<file path="config.mk">
export PLATFORM = sky130hd
export DESIGN_NAME = ttc_top
export DESIGN_NICKNAME = d
export VERILOG_FILES = /design/src/ttc_pkg.sv /design/src/ttc_sync.sv /design/src/ttc_clk_mod.sv /design/src/ttc_top.sv
export SDC_FILE = /design/constraint.sdc
export NUM_CORES = 1
export LEC_CHECK = 0
export BUFFER_PORTS_ARGS = -buffer_cell sky130_fd_sc_hd__buf_2
export CORE_MARGIN = 1
export CORE_UTILIZATION = 45
export DETAILED_ROUTE_END_ITERATION = 7
export PLACE_DENSITY = 0.71
export RECOVER_POWER = 100
export SLEW_MARGIN = 30
export SYNTH_ARGS = -nofsm -noshare
export SYNTH_HDL_FRONTEND = slang
export SYNTH_HIERARCHICAL = 1
export SYNTH_SLANG_ARGS = --single-unit
</file>
<file path="constraint.sdc">
create_clock -name ref_clk -period 5.57 [get_ports ref_clk]
set_input_delay 1.3925 -clock ref_clk [delete_from_list [all_inputs] [get_ports ref_clk]]
set_output_delay 1.3925 -clock ref_clk [all_outputs]
set_load 0.05 [all_outputs]
</file>
<file path="src/ttc_pkg.sv">
`default_nettype none
package ttc_pkg;
  // register byte addresses
  localparam logic [7:0] ADDR_TCTL = 8'h00;
  localparam logic [7:0] ADDR_MODE = 8'h04;
  localparam logic [7:0] ADDR_REQ = 8'h08;
  localparam logic [7:0] ADDR_TGT = 8'h0C;
  localparam logic [7:0] ADDR_STAT = 8'h10;
  localparam logic [7:0] ADDR_ISTAT = 8'h14;
  localparam logic [7:0] ADDR_IMASK = 8'h18;
  // field positions
  localparam int TCTL_DUTY_LSB = 1;
  localparam int TCTL_FORCE_BIT = 4;
  localparam int MODE_MOD_BIT = 0;
  localparam int MODE_FREQ_BIT = 1;
  localparam int IRQ_HOT_ON = 0;
  localparam int IRQ_HOT_OFF = 1;
  localparam int IRQ_TRIP = 2;
  // reset values
  localparam logic [2:0] DUTY_RST = 3'h4;
  localparam logic [3:0] REQ_RST = 4'hF;
  localparam logic [3:0] TGT_RST = 4'h4;
  localparam logic [2:0] IMASK_RST = 3'h0;
  // fixed automatic on-time in eighths
  localparam logic [2:0] AUTO_ON_EIGHTHS = 3'h4;
  // core cycles per eighth of a modulation period
  localparam logic [7:0] STEP_CYC = 8'h10;
  typedef enum logic [1:0] {
    TTC_FS_IDLE = 2'b01,
    TTC_FS_STEP = 2'b10
  } ttc_fs_e;
  typedef struct packed {
    logic s1;
    logic s2;
  } ttc_sync_s;
  typedef struct packed {
    logic [2:0] step;
    logic [7:0] cnt;
    logic on;
  } ttc_mod_s;
  typedef struct packed {
    logic over_trip;
    logic under_release;
    logic over_critical;
    logic lp_state;
  } ttc_temp_s;
  typedef struct packed {
    ttc_fs_e fs;
    logic [2:0] duty;
    logic force_en;
    logic mod_en;
    logic freq_en;
    logic [3:0] sw_req;
    logic [3:0] tgt;
    logic [3:0] cur;
    logic hot;
    logic hot_alarm_n;
    logic trip;
    logic core_clk_en;
    logic throttle_active;
    logic [2:0] istat;
    logic [2:0] imask;
    logic irq;
    logic [31:0] rdata;
    logic snoop_ack;
    logic intr_latch;
  } ttc_state_s;
endpackage
`default_nettype wire

</file>
<file path="src/ttc_sync.sv">
`timescale 1ns/100ps
`default_nettype none
module ttc_sync (
  input wire logic ref_clk,
  input wire logic rst,
  input wire logic din,
  output logic dout
);
  ttc_pkg::ttc_sync_s st_r;
  ttc_pkg::ttc_sync_s st_nxt;
  always_comb begin
    st_nxt.s1 = din;
    st_nxt.s2 = st_r.s1;
  end
  always_ff @(posedge ref_clk) begin
    if (rst) begin
      st_r <= '0;
    end else begin
      st_r <= st_nxt;
    end
  end
  assign dout = st_r.s2;
endmodule
`default_nettype wire

</file>
<file path="src/ttc_clk_mod.sv">
`timescale 1ns/100ps
`default_nettype none
module ttc_clk_mod (
  input wire logic ref_clk,
  input wire logic rst,
  input wire logic run,
  input wire logic [2:0] on_eighths,
  output logic gate_on
);
  ttc_pkg::ttc_mod_s st_r;
  ttc_pkg::ttc_mod_s st_nxt;
  // period is a fixed count of core cycles, so it shrinks as clock rises
  always_comb begin
    st_nxt = st_r;
    if (!run) begin
      st_nxt.step = 3'h0;
      st_nxt.cnt = 8'h00;
      st_nxt.on = 1'b1;
    end else begin
      if (st_r.cnt == ttc_pkg::STEP_CYC - 8'h01) begin
        st_nxt.cnt = 8'h00;
        st_nxt.step = st_r.step + 3'h1;
      end else begin
        st_nxt.cnt = st_r.cnt + 8'h01;
      end
      st_nxt.on = (st_nxt.step < on_eighths);
    end
  end
  always_ff @(posedge ref_clk) begin
    if (rst) begin
      st_r <= '{step: 3'h0, cnt: 8'h00, on: 1'b1};
    end else begin
      st_r <= st_nxt;
    end
  end
  assign gate_on = st_r.on;
endmodule
`default_nettype wire

</file>
<file path="src/ttc_top.sv">
// The register offsets and the plain strobed port are this design's own decisions.
`timescale 1ns/100ps
`default_nettype none
module ttc_top (
  input wire logic ref_clk,
  input wire logic rst,
  input wire logic [7:0] addr,
  input wire logic [31:0] wdata,
  input wire logic wr,
  input wire logic rd,
  output logic [31:0] rdata,
  input wire ttc_pkg::ttc_temp_s temp_pins,
  input wire logic snoop_req,
  input wire logic intr_req,
  input wire logic intr_ack,
  output logic core_clk_en,
  output logic [3:0] op_point,
  output logic throttle_active,
  output logic hot_alarm_n,
  output logic catastrophic_trip_n,
  output logic snoop_ack,
  output logic intr_latch,
  output logic irq
);
  ttc_pkg::ttc_state_s st_r;
  ttc_pkg::ttc_state_s st_nxt;
  ttc_pkg::ttc_temp_s ts;
  logic gate_on;
  logic auto_mod;
  logic forced;
  logic mod_run;
  logic [2:0] mod_eighths;
  logic req_wr;
  logic tgt_wr;
  logic [3:0] req_val;
  logic [2:0] w1c;
  logic [2:0] ev;

  ttc_sync u_sync_trip (
    .ref_clk(ref_clk),
    .rst(rst),
    .din(temp_pins.over_trip),
    .dout(ts.over_trip)
  );
  ttc_sync u_sync_rel (
    .ref_clk(ref_clk),
    .rst(rst),
    .din(temp_pins.under_release),
    .dout(ts.under_release)
  );
  ttc_sync u_sync_crit (
    .ref_clk(ref_clk),
    .rst(rst),
    .din(temp_pins.over_critical),
    .dout(ts.over_critical)
  );
  ttc_sync u_sync_lp (
    .ref_clk(ref_clk),
    .rst(rst),
    .din(temp_pins.lp_state),
    .dout(ts.lp_state)
  );

  // modulation source: automatic wins over forced
  always_comb begin
    auto_mod = st_r.hot && st_r.mod_en;
    forced = st_r.force_en && (st_r.duty != 3'h0);
    mod_run = !st_r.trip && (auto_mod || forced);
    if (auto_mod) begin
      mod_eighths = ttc_pkg::AUTO_ON_EIGHTHS;
    end else begin
      mod_eighths = st_r.duty;
    end
  end

  ttc_clk_mod u_mod (
    .ref_clk(ref_clk),
    .rst(rst),
    .run(mod_run),
    .on_eighths(mod_eighths),
    .gate_on(gate_on)
  );

  assign req_wr = wr && (addr == ttc_pkg::ADDR_REQ);
  assign tgt_wr = wr && (addr == ttc_pkg::ADDR_TGT);
  assign req_val = wdata[3:0];

  always_comb begin
    st_nxt = st_r;
    w1c = 3'h0;
    // register writes
    if (wr) begin
      case (addr)
        ttc_pkg::ADDR_TCTL: begin
          st_nxt.duty = wdata[ttc_pkg::TCTL_DUTY_LSB +: 3];
          st_nxt.force_en = wdata[ttc_pkg::TCTL_FORCE_BIT];
        end
        ttc_pkg::ADDR_MODE: begin
          st_nxt.mod_en = wdata[ttc_pkg::MODE_MOD_BIT];
          st_nxt.freq_en = wdata[ttc_pkg::MODE_FREQ_BIT];
        end
        ttc_pkg::ADDR_REQ: begin
          st_nxt.sw_req = req_val;
        end
        ttc_pkg::ADDR_TGT: begin
          st_nxt.tgt = wdata[3:0];
        end
        ttc_pkg::ADDR_ISTAT: begin
          w1c = wdata[2:0];
        end
        ttc_pkg::ADDR_IMASK: begin
          st_nxt.imask = wdata[2:0];
        end
        default: begin
        end
      endcase
    end
    // over-temperature with separate release threshold
    if (ts.over_trip) begin
      st_nxt.hot = 1'b1;
    end else if (ts.under_release) begin
      st_nxt.hot = 1'b0;
    end
    // alarm frozen while clocks are stopped
    if (ts.lp_state) begin
      st_nxt.hot_alarm_n = st_r.hot_alarm_n;
    end else begin
      st_nxt.hot_alarm_n = !st_nxt.hot;
    end
    // catastrophic trip is sticky until reset
    if (ts.over_critical) begin
      st_nxt.trip = 1'b1;
    end
    // operating point state machine
    case (st_r.fs)
      ttc_pkg::TTC_FS_IDLE: begin
        st_nxt.cur = st_nxt.sw_req;
        if (st_r.hot && st_r.freq_en) begin
          st_nxt.fs = ttc_pkg::TTC_FS_STEP;
          if (st_nxt.sw_req < st_nxt.tgt) begin
            st_nxt.cur = st_nxt.sw_req;
          end else begin
            st_nxt.cur = st_nxt.tgt;
          end
        end
      end
      ttc_pkg::TTC_FS_STEP: begin
        if (!st_r.hot || !st_r.freq_en) begin
          st_nxt.fs = ttc_pkg::TTC_FS_IDLE;
          st_nxt.cur = st_nxt.sw_req;
        end else if (req_wr) begin
          if (req_val < st_r.tgt) begin
            st_nxt.cur = req_val;
          end else begin
            st_nxt.cur = st_r.cur;
          end
        end
      end
      default: begin
        st_nxt.fs = ttc_pkg::TTC_FS_IDLE;
        st_nxt.cur = st_nxt.sw_req;
      end
    endcase
    // clock gate: trip stops the core outright
    st_nxt.core_clk_en = !st_nxt.trip && gate_on;
    st_nxt.throttle_active = st_r.trip || mod_run
      || (st_r.fs == ttc_pkg::TTC_FS_STEP);
    // snoops and interrupt latching ignore throttle state
    st_nxt.snoop_ack = snoop_req;
    if (intr_req) begin
      st_nxt.intr_latch = 1'b1;
    end else if (intr_ack) begin
      st_nxt.intr_latch = 1'b0;
    end
    // sticky events, set wins over clear
    ev[ttc_pkg::IRQ_HOT_ON] = st_nxt.hot && !st_r.hot;
    ev[ttc_pkg::IRQ_HOT_OFF] = !st_nxt.hot && st_r.hot;
    ev[ttc_pkg::IRQ_TRIP] = st_nxt.trip && !st_r.trip;
    st_nxt.istat = (st_r.istat & ~w1c) | ev;
    st_nxt.irq = |(st_nxt.istat & st_nxt.imask);
    // read data valid the cycle after the strobe
    st_nxt.rdata = 32'h0000_0000;
    if (rd) begin
      case (addr)
        ttc_pkg::ADDR_TCTL: begin
          st_nxt.rdata[ttc_pkg::TCTL_DUTY_LSB +: 3] = st_r.duty;
          st_nxt.rdata[ttc_pkg::TCTL_FORCE_BIT] = st_r.force_en;
        end
        ttc_pkg::ADDR_MODE: begin
          st_nxt.rdata[ttc_pkg::MODE_MOD_BIT] = st_r.mod_en;
          st_nxt.rdata[ttc_pkg::MODE_FREQ_BIT] = st_r.freq_en;
        end
        ttc_pkg::ADDR_REQ: begin
          st_nxt.rdata[3:0] = st_r.sw_req;
        end
        ttc_pkg::ADDR_TGT: begin
          st_nxt.rdata[3:0] = st_r.tgt;
        end
        ttc_pkg::ADDR_STAT: begin
          st_nxt.rdata[8:0] = {st_r.cur, (st_r.fs == ttc_pkg::TTC_FS_STEP),
            st_r.throttle_active, st_r.hot, st_r.trip, st_r.core_clk_en};
        end
        ttc_pkg::ADDR_ISTAT: begin
          st_nxt.rdata[2:0] = st_r.istat;
        end
        ttc_pkg::ADDR_IMASK: begin
          st_nxt.rdata[2:0] = st_r.imask;
        end
        default: begin
        end
      endcase
    end
  end

  always_ff @(posedge ref_clk) begin
    if (rst) begin
      st_r <= '{fs: ttc_pkg::TTC_FS_IDLE, duty: ttc_pkg::DUTY_RST,
        force_en: 1'b0, mod_en: 1'b0, freq_en: 1'b0,
        sw_req: ttc_pkg::REQ_RST, tgt: ttc_pkg::TGT_RST,
        cur: ttc_pkg::REQ_RST, hot: 1'b0, hot_alarm_n: 1'b1,
        trip: 1'b0, core_clk_en: 1'b1, throttle_active: 1'b0,
        istat: 3'h0, imask: ttc_pkg::IMASK_RST, irq: 1'b0,
        rdata: 32'h0000_0000, snoop_ack: 1'b0, intr_latch: 1'b0};
    end else begin
      st_r <= st_nxt;
    end
  end

  assign rdata = st_r.rdata;
  assign core_clk_en = st_r.core_clk_en;
  assign op_point = st_r.cur;
  assign throttle_active = st_r.throttle_active;
  assign hot_alarm_n = st_r.hot_alarm_n;
  assign catastrophic_trip_n = !st_r.trip;
  assign snoop_ack = st_r.snoop_ack;
  assign intr_latch = st_r.intr_latch;
  assign irq = st_r.irq;
endmodule
`default_nettype wire

</file>
==> summary.txt <==
Run status
  – Status: complete, but fails checks
  – Failing checks: capacitance limit, slew limit

Power
  – Maximum vdd drop: between 100 and 150 uV
  – Static Leak: roughly 1.4 nW
  – P per Cell Area: 271 mW/mm^2

Logic synthesis
  – YS warnings: 6
  – Count of cell types in the netlist: 60
  – Top cells by count, synth: 63 x dfxtp_1, 36 x buf_4, 35 x nor2_1
  – Synthesized flop and latch total: 63
  – Async set or reset register ratio after synthesis: 0%
  – Cell with the most instances after synthesis: dfxtp_1
  – EDFF count, synth: 0
  – Largest cells by area after synthesis: dfxtp_1 38%, buf_4 8.1%, mux2i_1 5.1%
  – Top FF cell, synth: dfxtp_1
  – Post-Syn Area: 0.00335 sq mm
  – Syn Area/Cell: 8.66 sq um
  – Yosys top cell area share: a little under two fifths
  – Sequential area share after synthesis: 37.6%
  – Area leader, netlist: dfxtp_1
  – Post-Synthesis Cells: 387

Die
  – Die X: 88.3 microns
  – Starting Density: a little under half
  – Die Y: between 80 and 90 microns
  – Core area: approximately 0.007 sq mm
  – Cell Rows: 31
  – I/O pins: 94
  – Die area: 0.00780 sq mm

Placement
  – HPWL after DPL: 4740 microns
  – Port bufs: 43
  – RD Place Congestion: 0.858
  – Pre-CTS setup slack: 1.65 ns

Worst setup path
  – CP top delay family: multiplexers
  – CP Cell Sequence: clkbuf_1, and2b_1, nand4b_1, mux2_1, ha_1, nand3b_1, a21oi_1, mux2_1, a221oi_1, a21oi_1
  – Worst path buffer plus inverter count: 1
  – Crit start category: primary input
  – Worst setup path class: primary input to flip-flop
  – CP peak stage delay: ~0.53 ns
  – CP max-delay cell: mux2_1
  – Crit end category: flip-flop
  – CP arrival: 4.40 ns
  – CP required: roughly 5.8 ns
  – Crit-path max FO: 15

Clock tree
  – H-tree lvl count: 3
  – Clock-pin slew on the worst setup and hold paths: 0.07 ns
  – Post-cts sizing count: 0
  – # clock sinks: 63
  – Root buffer cell: clkbuf_8
  – Setup bufs post-CTS: 0
  – Worst skew pair latency: 0.33 ns
  – Cts bufs inserted: 9
  – Clk buf depth: 2
  – CTS tree: done
  – Post-CTS Hold Fix Bufs: 0

Global route
  – Total GRT Usage: 18.5%
  – Initial antenna violation count: 0
  – First-pass GRT wire length: 11100 microns
  – Vias in the first global route: 2384
  – Largest net degree at the start of global routing: 51
  – Grt total ovfl: 0

Cells and area
  – # nets final: 475
  – Post-layout util: 50.1%
  – Synthesis-to-layout area growth: 7.72%
  – Filler instances: between 700 and 800
  – Share of cells above drive strength 1: 12.2%
  – # diodes: 0

Detailed routing
  – DR vias/cell: 5.19
  – Initial DRC Count: 165
  – Vias: 2690
  – Residual DRC: 0
  – Pre-antenna DRT Iters: 6
  – Routed Wire Length: about 6700 microns
  – Post-route ant nets: 0
  – Avg WL per Cell: ~13 microns

Timing
  – PnR worst setup slack: 1.37 ns
  – Fin crit period: 4.20 ns
  – Unrepaired setup endpoints after global routing: false
  – Least-Margin Pin Slew: 2.07 ns
  – TNS Setup: 0 ns
  – Final setup violation count: 0
  – Max_slew headroom: -37.7%
  – Max Freq: 238 MHz
  – Crit share post-route: approximately three quarters
  – Clock skew: 0.00511 ns
  – Endpoints failing hold: 0
  – Pins over their slew limit: between 50 and 60

Flow run
  – # Max-Cap Violations: 1

Worst hold path
  – Hold Path Class: flip-flop to flip-flop
cell usage in the layout (no fill, tap or decap), types with 3 or more instances in the layout:
master and count:
nand3_1 8, nor2_1 35, and2_0 4, mux2_1 4, o21a_1 4, a21oi_1 28, clkbuf_1 22, or3_1 4
buf_2 22, ha_1 10, nand2b_1 12, a211o_1 5, xnor2_1 3, inv_1 17, and3_1 7, dfxtp_1 63
clkinv_2 4, o21ai_0 14, a211oi_1 6, and2_1 4, nor4_1 4, nand2_1 23, nor2b_1 12, clkbuf_8 9
nor3_1 7, mux2i_1 17, conb_1 23
path summary, 6_finish.rpt:
check        slack [ns]  cells past startpoint                  start               end
max                1.37                     10                addr[3]       op_point[3]
min                0.44                      1  u_sync_crit/st_nxt[0]  u_sync_crit/dout
max reg2reg        3.38                      7          u_mod/st_r[5]     u_mod/gate_on
min reg2reg        0.44                      1  u_sync_crit/st_nxt[0]  u_sync_crit/dout
stage by stage:
stage	std cells	cell area (sq um)	total power, mW	hold slack (ns)
finish	518	3610	0.978	0.437
global route	518	3610	1.02	0.466
CTS	518	3670	0.992	0.441
detailed placement	502	3460	0.566	0.422
global placement	502	3460	0.564	0.418
floorplan	409	3440	0.557	0.414
flip-flops by register name, indices dropped and copies added (netlist names), 4 cells and up:
register / flops
st_r: 24
rdata: 9
u_mod/st_r: 11
op_point: 4
cells by family (layout without fill, tap and decap cells):
logic type	after synthesis	after routing	synth area share, %
other cells	1	23	0.112
fa+ha+maj	11	11	4.03
compound gates	80	80	15.7
flops	63	63	37.6
xor+xnor	4	4	1.04
buf+inv	67	77	11.6
mux	23	23	7.09
simple gates	138	138	22.8
final cells by class:
class                           instances  area [sq um]  area share [%]
Inverter                               17          63.8            1.77
Multi-Input combinational cell        279          1760            48.7
Sequential cell                        63          1260            34.9
Clock buffer                            9           124            3.43
Clock inverter                          7          87.6            2.42
Timing Repair Buffer                   44           193            5.33
Tap cell                               99           124            3.43
power by group:
part	internal, mW	leakage (nW)	total, mW	switching [mW]
sequential	0.457	0.511	0.461	0.00407
clock	0.248	0.109	0.424	0.176
combinational	0.0208	0.816	0.0930	0.0722
worst register-to-register path, cell delays in order, from the launching register on:
cell and delay [ns]:
dfxtp_1 0.37, or4_4 0.57, or3_2 0.44, nand2_1 0.10, ha_1 0.23, o21a_1 0.16, o21ai_0 0.15, a31o_2 0.12
per-layer routing:
| metal | GRT usage [%] | wire length, microns | vias up |
|---|---|---|---|
| met5 | 0 | 0 | - |
| met4 | 8.21 | 138 | 0 |
| met3 | 3.73 | 339 | 15 |
| met2 | 28.7 | 3030 | 71 |
| met1 | 24.8 | 3150 | 1255 |
| li1 | - | - | 1349 |
Note: power is estimated with default switching activity, not from simulation.
